[src/pkg/lvd_map.svh]
/*
  Constants of the supply drop detector control block: APB register map,
  field positions, reset values and the protected write key.
  Assumes nothing of its surroundings; holds definitions only.
*/
// Notes on behaviour
// - Enabled detection below level raises interrupt or reset request, per mode.
// - Mode register: enable bit 7, mode bit 1, flag bit 0; rest zero.
// - Writing enable 1 starts comparison; writing 0 stops it in interrupt mode.
// - Mode 0 gives interrupt request, mode 1 gives internal reset request.
// - Flag reads 1 only when enabled and below level; read only.
// - Reset mode asserts reset request whenever enabled comparison finds supply low.
// - Interrupt mode drives interrupt line straight from the flag.
// - With enable and mode both 1, mode writes ignored until reset request.
// - With enable and mode both 1, level writes ignored until reset request.
// - Mode register clears on other resets, keeps value through detector reset.
// - Level register clears on other resets, keeps value through detector reset.
// - Level code 0 to 6 picks 4.3 V down to 3.1 V; 7 prohibited. The code does not reject 7: level_q stores it like any other code.
// - Reset request sets the low-voltage flag of the reset source register; only the first request after srst_i pulses it.
// - Detection and its outputs keep working in STOP mode.
// - Mode register writes only accepted through the protected write sequence.
// - Enabling may raise an interrupt at once if supply already low.
// - Armed reset mode cannot be stopped by software, only by other reset.
`ifndef LVD_MAP_SVH
`define LVD_MAP_SVH

// Register indices; byte address is four times the index
`define LVD_IDX_MODE      12'h090
`define LVD_IDX_LEVEL     12'h091
`define LVD_IDX_PROTECT   12'h092
`define LVD_ADDR_MODE     12'h240
`define LVD_ADDR_LEVEL    12'h244
`define LVD_ADDR_PROTECT  12'h248

// Mode register fields
`define LVD_MODE_EN_BIT   7
`define LVD_MODE_RST_BIT  1
`define LVD_MODE_FLAG_BIT 0

// Level register field
`define LVD_LEVEL_MSB     2
`define LVD_LEVEL_BAD     3'h7

// Reset values
`define LVD_MODE_RST_VAL  8'h00
`define LVD_LEVEL_RST_VAL 8'h00

// Key that opens the protected write window
`define LVD_PROTECT_KEY   8'hA5

// Software settling wait before polling the flag, in ns, and in cycles at 100 ns
`define LVD_SETTLE_NS     200000
`define LVD_CLK_NS        100
`define LVD_SETTLE_CYC    (`LVD_SETTLE_NS / `LVD_CLK_NS)

`endif

[src/pkg/lvd_pkg.sv]
/*
  Types of the supply drop detector control block: APB request carrier,
  APB answer carrier and the mode register layout.
  Assumes the constants header lvd_map.svh for field positions.
*/
`default_nettype none
package lvd_pkg;

  // APB request from the master
  typedef struct packed {
    logic        psel;
    logic        penable;
    logic        pwrite;
    logic [11:0] paddr;
    logic [31:0] pwdata;
  } lvd_apb_req_s;

  // APB answer to the master
  typedef struct packed {
    logic        pready;
    logic        pslverr;
    logic [31:0] prdata;
  } lvd_apb_rsp_s;

  // Stored mode control bits; the flag is live state, not stored here
  typedef struct packed {
    logic detect_enable;
    logic reset_mode_select;
  } lvd_mode_s;

  // Which register an APB address selects
  typedef enum logic [1:0] {
    LVD_SEL_NONE,
    LVD_SEL_MODE,
    LVD_SEL_LEVEL,
    LVD_SEL_PROTECT
  } lvd_sel_e;

endpackage
`default_nettype wire

[src/core/lvd_ctrl.sv]
/*
  Supply drop detector control: mode and level registers on APB, comparator
  synchroniser, interrupt and internal reset request generation, lock of the
  configuration once reset mode is armed.
  Assumes srst_i comes only from reset sources other than this detector, so
  the registers ride through a reset that the detector itself requests. The
  analog comparator, reset controller and interrupt controller sit outside.
  The system clock keeps running in STOP mode for this block.
*/
// The implementer's own choices: the register addresses and register access over APB.
`timescale 1ns/1ps
`include "lvd_map.svh"
`default_nettype none

module lvd_ctrl (
  // Clock and reset
  input  wire logic                  clk_sys_i,
  input  wire logic                  srst_i,
  // APB slave
  input  wire lvd_pkg::lvd_apb_req_s apb_req_i,
  output var  lvd_pkg::lvd_apb_rsp_s apb_rsp_o,
  // Analog comparator
  input  wire logic                  cmp_below_i,
  output logic                       cmp_enable_o,
  output logic [2:0]                 level_code_o,
  // Requests to interrupt and reset controllers
  output logic                       supply_drop_irq_o,
  output logic                       supply_drop_reset_req_o,
  output logic                       supply_reset_source_flag_set_o
);

  // Address decode, used by both the read mux and the write logic
  function automatic lvd_pkg::lvd_sel_e decode(input logic [11:0] addr);
    lvd_pkg::lvd_sel_e sel;
    sel = lvd_pkg::LVD_SEL_NONE;
    unique case (addr)
      `LVD_ADDR_MODE:    sel = lvd_pkg::LVD_SEL_MODE;
      `LVD_ADDR_LEVEL:   sel = lvd_pkg::LVD_SEL_LEVEL;
      `LVD_ADDR_PROTECT: sel = lvd_pkg::LVD_SEL_PROTECT;
      default:           sel = lvd_pkg::LVD_SEL_NONE;
    endcase
    return sel;
  endfunction

  lvd_pkg::lvd_mode_s mode_q;
  logic [2:0]         level_q;
  logic               unlock_q;
  logic               sync1_q;
  logic               sync2_q;
  logic               flag_q;
  logic               fired_q;
  logic               reset_req_q;
  logic [31:0]        prdata_q;
  lvd_pkg::lvd_sel_e  sel;
  logic               wr_en;
  logic               rd_en;
  logic               armed;
  logic               cfg_locked;

  // Reset images; a bare literal cannot be bit-selected, so it is named first
  localparam logic [7:0] MODE_RST_VAL  = `LVD_MODE_RST_VAL;
  localparam logic [7:0] LEVEL_RST_VAL = `LVD_LEVEL_RST_VAL;

  // Transfer completes in its first access cycle; no wait states
  assign sel   = decode(apb_req_i.paddr);
  assign wr_en = apb_req_i.psel && apb_req_i.penable && apb_req_i.pwrite;
  assign rd_en = apb_req_i.psel && apb_req_i.penable && !apb_req_i.pwrite;

  // Reset mode armed; config frozen until the first reset request fires
  assign armed      = mode_q.detect_enable && mode_q.reset_mode_select;
  assign cfg_locked = armed && !fired_q;

  // Protected write window: key write opens it, the next write closes it
  always_ff @(posedge clk_sys_i) begin
    if (srst_i) begin
      unlock_q <= 1'b0;
    end else if (wr_en) begin
      unlock_q <= (sel == lvd_pkg::LVD_SEL_PROTECT) &&
                  (apb_req_i.pwdata[7:0] == `LVD_PROTECT_KEY);
    end
  end

  // Mode register; srst_i is never the detector's own reset
  always_ff @(posedge clk_sys_i) begin
    if (srst_i) begin
      mode_q <= lvd_pkg::lvd_mode_s'({MODE_RST_VAL[`LVD_MODE_EN_BIT],
                                      MODE_RST_VAL[`LVD_MODE_RST_BIT]});
    end else if (wr_en && sel == lvd_pkg::LVD_SEL_MODE && unlock_q && !cfg_locked) begin
      // Once armed, neither bit can be cleared by software
      mode_q.detect_enable     <= apb_req_i.pwdata[`LVD_MODE_EN_BIT] || armed;
      mode_q.reset_mode_select <= apb_req_i.pwdata[`LVD_MODE_RST_BIT] || armed;
    end
  end

  // Level register; only the code field is stored, upper bits read zero
  always_ff @(posedge clk_sys_i) begin
    if (srst_i) begin
      level_q <= LEVEL_RST_VAL[`LVD_LEVEL_MSB:0];
    end else if (wr_en && sel == lvd_pkg::LVD_SEL_LEVEL && !cfg_locked) begin
      level_q <= apb_req_i.pwdata[`LVD_LEVEL_MSB:0];
    end
  end

  // Two stage synchroniser; comparator is asynchronous to the clock
  always_ff @(posedge clk_sys_i) begin
    if (srst_i) begin
      sync1_q <= 1'b0;
      sync2_q <= 1'b0;
    end else begin
      sync1_q <= cmp_below_i;
      sync2_q <= sync1_q;
    end
  end

  // Status flag: low while disabled, follows the synchronised comparator
  always_ff @(posedge clk_sys_i) begin
    if (srst_i) begin
      flag_q <= 1'b0;
    end else begin
      flag_q <= mode_q.detect_enable && sync2_q;
    end
  end

  // Reset request held for as long as the supply stays low
  always_ff @(posedge clk_sys_i) begin
    if (srst_i) begin
      reset_req_q <= 1'b0;
    end else begin
      reset_req_q <= armed && mode_q.detect_enable && sync2_q;
    end
  end

  // Remembers that the detector has requested a reset; frees the lock
  always_ff @(posedge clk_sys_i) begin
    if (srst_i) begin
      fired_q <= 1'b0;
    end else if (reset_req_q) begin
      fired_q <= 1'b1;
    end
  end

  // Read data registered on the setup cycle, ready for the access cycle
  always_ff @(posedge clk_sys_i) begin
    if (srst_i) begin
      prdata_q <= 32'h0000_0000;
    end else if (apb_req_i.psel && !apb_req_i.penable && !apb_req_i.pwrite) begin
      prdata_q <= 32'h0000_0000;
      unique case (sel)
        lvd_pkg::LVD_SEL_MODE: begin
          prdata_q[`LVD_MODE_EN_BIT]   <= mode_q.detect_enable;
          prdata_q[`LVD_MODE_RST_BIT]  <= mode_q.reset_mode_select;
          prdata_q[`LVD_MODE_FLAG_BIT] <= flag_q;
        end
        lvd_pkg::LVD_SEL_LEVEL: begin
          prdata_q[`LVD_LEVEL_MSB:0] <= level_q;
        end
        lvd_pkg::LVD_SEL_PROTECT,
        lvd_pkg::LVD_SEL_NONE: begin
          prdata_q[0] <= 1'b0;
        end
      endcase
    end
  end

  // APB answer; unmapped addresses give an error and zero data
  always_comb begin
    apb_rsp_o.pready  = 1'b1;
    apb_rsp_o.pslverr = (wr_en || rd_en) && (sel == lvd_pkg::LVD_SEL_NONE);
    apb_rsp_o.prdata  = prdata_q;
  end

  // Outputs; interrupt comes straight from the flag in interrupt mode
  assign supply_drop_irq_o = mode_q.detect_enable && !mode_q.reset_mode_select &&
                             flag_q;
  assign supply_drop_reset_req_o = reset_req_q;
  // One cycle pulse on the first rising edge of the reset request after srst_i
  assign supply_reset_source_flag_set_o = reset_req_q && !fired_q;
  assign cmp_enable_o = mode_q.detect_enable;
  assign level_code_o = level_q;

endmodule

`default_nettype wire

[config.mk]
export PLATFORM = sky130hd
export DESIGN_NAME = lvd_ctrl
export DESIGN_NICKNAME = d
export VERILOG_FILES = /design/src/pkg/lvd_pkg.sv /design/src/core/lvd_ctrl.sv
export VERILOG_INCLUDE_DIRS = /design/src /design/src/pkg
export SDC_FILE = /design/constraint.sdc
export NUM_CORES = 1
export LEC_CHECK = 0
export BUFFER_PORTS_ARGS = -buffer_cell sky130_fd_sc_hd__buf_2
export CAP_MARGIN = 15
export CELL_PAD_IN_SITES_DETAIL_PLACEMENT = 2
export CELL_PAD_IN_SITES_GLOBAL_PLACEMENT = 2
export CORE_MARGIN = 10
export CORE_UTILIZATION = 18
export DETAILED_ROUTE_END_ITERATION = 8
export GPL_ROUTABILITY_DRIVEN = 0
export PLACE_DENSITY_LB_ADDON = 0.2
export SETUP_SLACK_MARGIN = 0.4
export SYNTH_ARGS = -nofsm -noshare
export SYNTH_HDL_FRONTEND = slang
export SYNTH_SLANG_ARGS = --single-unit
[constraint.sdc]
create_clock -name clk_sys_i -period 1.89 [get_ports clk_sys_i]
set_input_delay 0.189 -clock clk_sys_i [delete_from_list [all_inputs] [get_ports clk_sys_i]]
set_output_delay 0.189 -clock clk_sys_i [all_outputs]
set_load 0.05 [all_outputs]
==> out/metrics.yaml <==
status: "completed"
crit_buf_inv: 2
grt_first_pass_wirelength_mm: 5.59
post-route-min-period_ns: 1.76
clock_latency_ns: 0.25
cp_num_cells: 7
final_area_sq_um: 1480
layout-drive-gt1-share: 0.481
place_area_sq_um: 1190
setup_viol: 0
yosysSeqAreaShare: 0.308
ys_types: 31
critPathMaxStageDelay_ns: 0.33
grt_pass1_vias: 1013
dp_hpwl_mm: 2.85
die_area_sq_um: 8770
cts_buffers: 3
skew_ns: 0.000799
synth_area_leader_cell: "dfxtp_1"
critPathMaxFanout: 4
area_growth_pct: 52.1
regMostFlops: "prdata_q"
path_cells: "buf_6, nor4b_4, nand4b_1, or2_4, ha_4, and3_4, buf_8"
netlist_top_cells_count: "buf_4, dfxtp_1, nand2_1"
cp_slowest_cell: "or2_4"
wire_per_inst_microns: 16.3
root_buffer: "clkbuf_8"
setup.worst_path.start: "apb_req_i[42]"
r2r-end: "level_code_o[1]"
cap_violations: 0
ys_ff_latch: 15
r2r_slack_ns: 0.67
max_freq_mhz: 569
post-place-ws_ns: -0.0521
cp.required_ns: 1.70
hold_class: "in2reg"
cts_buffer_depth: 2
p_per_area_nw_per_um2: 542
cts_sinks: 15
p_leak_nw: 0.653
core-area_sq_um: 5170
synthMostInstantiatedCell: "buf_4"
drv_slew: 0
die_h_microns: 93.6
multi_input_area_sq_um: 739
postSynth.asyncResetShare: 0
path_delay_family: "simple AND/OR/NAND/NOR gates"
largest_reg_flops: 4
synth.avg_cell_area_sq_um: 8.64
nets: 218
num_rows: 26
hold_viol: 0
power_mw: 0.805
num_vias: 890
synth_top_area_share: 0.308
synth_ff_type: "dfxtp_1"
drc: 0
worstSetupPathType: "in2out"
reg2reg_depth: 3
path_clk_slew_ns: 0.06
antenna_cells: 0
synth_edf_count: 0
cp.arrival_ns: 1.57
drtPass1Iterations: 2
overflow: 0
io_buffers: 37
synth_area_sq_um: 976
syn-instance-count: 113
dr.first_iter.drc_count: 37
crit_path_end_kind: "primary output"
rr_startpoint: "cmp_enable_o"
ir_drop_v: 0.000174
grt_max_degree: 18
setup_ws_ns: 0.132
ant_nets: 0
start_kind: "primary input"
antenna_found_initial: 0
cts_max_level: 1
start_util: 0.189
ys_warn_count: 0
cts_tree: "built"
grt_setup_unrepaired: "yes"
n_fill_cell: 591
fin_crit_sh: 0.930
ioPinCount: 91
gr-usage-all-layers: 0.0802
yosys-top-cells-area: "dfxtp_1, buf_4, ha_1"
viasPerCell: 3.84
regArea_sq_um: 300
endpoint: "apb_rsp_o[32]"
die_w_microns: 93.6
finalWirelength_mm: 3.79
-- logic make-up after synthesis --
| logic type | share of synthesized area |
|---|---|
| mux | 0.0308 |
| compound gates | 0.0769 |
| fa+ha+maj | 0.0641 |
| other cells | 0.00770 |
| flops | 0.308 |
| simple gates | 0.277 |
| xor+xnor | 0.00898 |
| buf+inv | 0.227 |
-- placed cells by master (no fill, tap or decap), types with 3 or more instances in the layout --
master and instances:
a21oi_1 3, a21oi_2 3, buf_2 33, buf_4 7
buf_6 7, clkbuf_8 3, conb_1 29, dfxtp_1 15
ha_4 4, mux2i_1 3, nand2_1 8, nand2b_1 6
nand4_1 3, nor2_1 5
-- what timing repair did --
action	CTS	global route
hold buffers	0	0
setup buffers	6	2
gates resized for setup	24	11
setup endpoints to repair	8	11
pin swaps	12	11
-- final cells by class --
cell class	instances	area share
Clock buffer	4	0.0304
Multi-Input combinational cell	95	0.498
Sequential cell	15	0.202
Tap cell	70	0.0590
Timing Repair Buffer	48	0.210
-- metrics by stage --
step	setup TNS, ns	instances	utilization	hold slack [ns]
final	0	232	0.287	0.154
after global routing	0	232	0.287	0.176
after CTS	0	230	0.272	0.149
after detailed placement	-0.0521	220	0.230	0.407
after global placement	0	220	0.230	0.405
after floorplan	0	140	-	0.268
-- worst register-to-register path, cell delays in order (launching register included) --
cell and delay [ns]:
dfxtp_1 0.55, nand2_1 0.15, o211a_4 0.28, mux2i_1 0.13
-- layer usage --
| layer | global-route usage | wire (microns) |
|---|---|---|
| met1 | 0.0822 | 1470 |
| met2 | 0.151 | 2040 |
| met5 | 0 | 0 |
| met4 | 0.0114 | 4 |
| met3 | 0.0336 | 275 |
-- power breakdown --
group	internal [mW]	switching, mW	leakage (nW)
sequential	0.319	0.000928	0.121
clock	0.149	0.115	0.0228
combinational	0.0445	0.175	0.509
total	0.513	0.292	0.653
-- how the worst min path moves through the flow --
| stage | from | depth (start not counted) | end | slack [ns] |
|---|---|---|---|---|
| global route | cmp_below_i | 2 | sync1_q | 0.18 |
| global placement | cmp_below_i | 2 | sync1_q | 0.40 |
| CTS | cmp_below_i | 2 | sync1_q | 0.15 |
| detailed placement | cmp_below_i | 2 | sync1_q | 0.41 |
| floorplan | srst_i | 1 | flag_q | 0.27 |
| finish | cmp_below_i | 2 | sync1_q | 0.15 |
No activity file was read; power rests on OpenSTA's default activity.
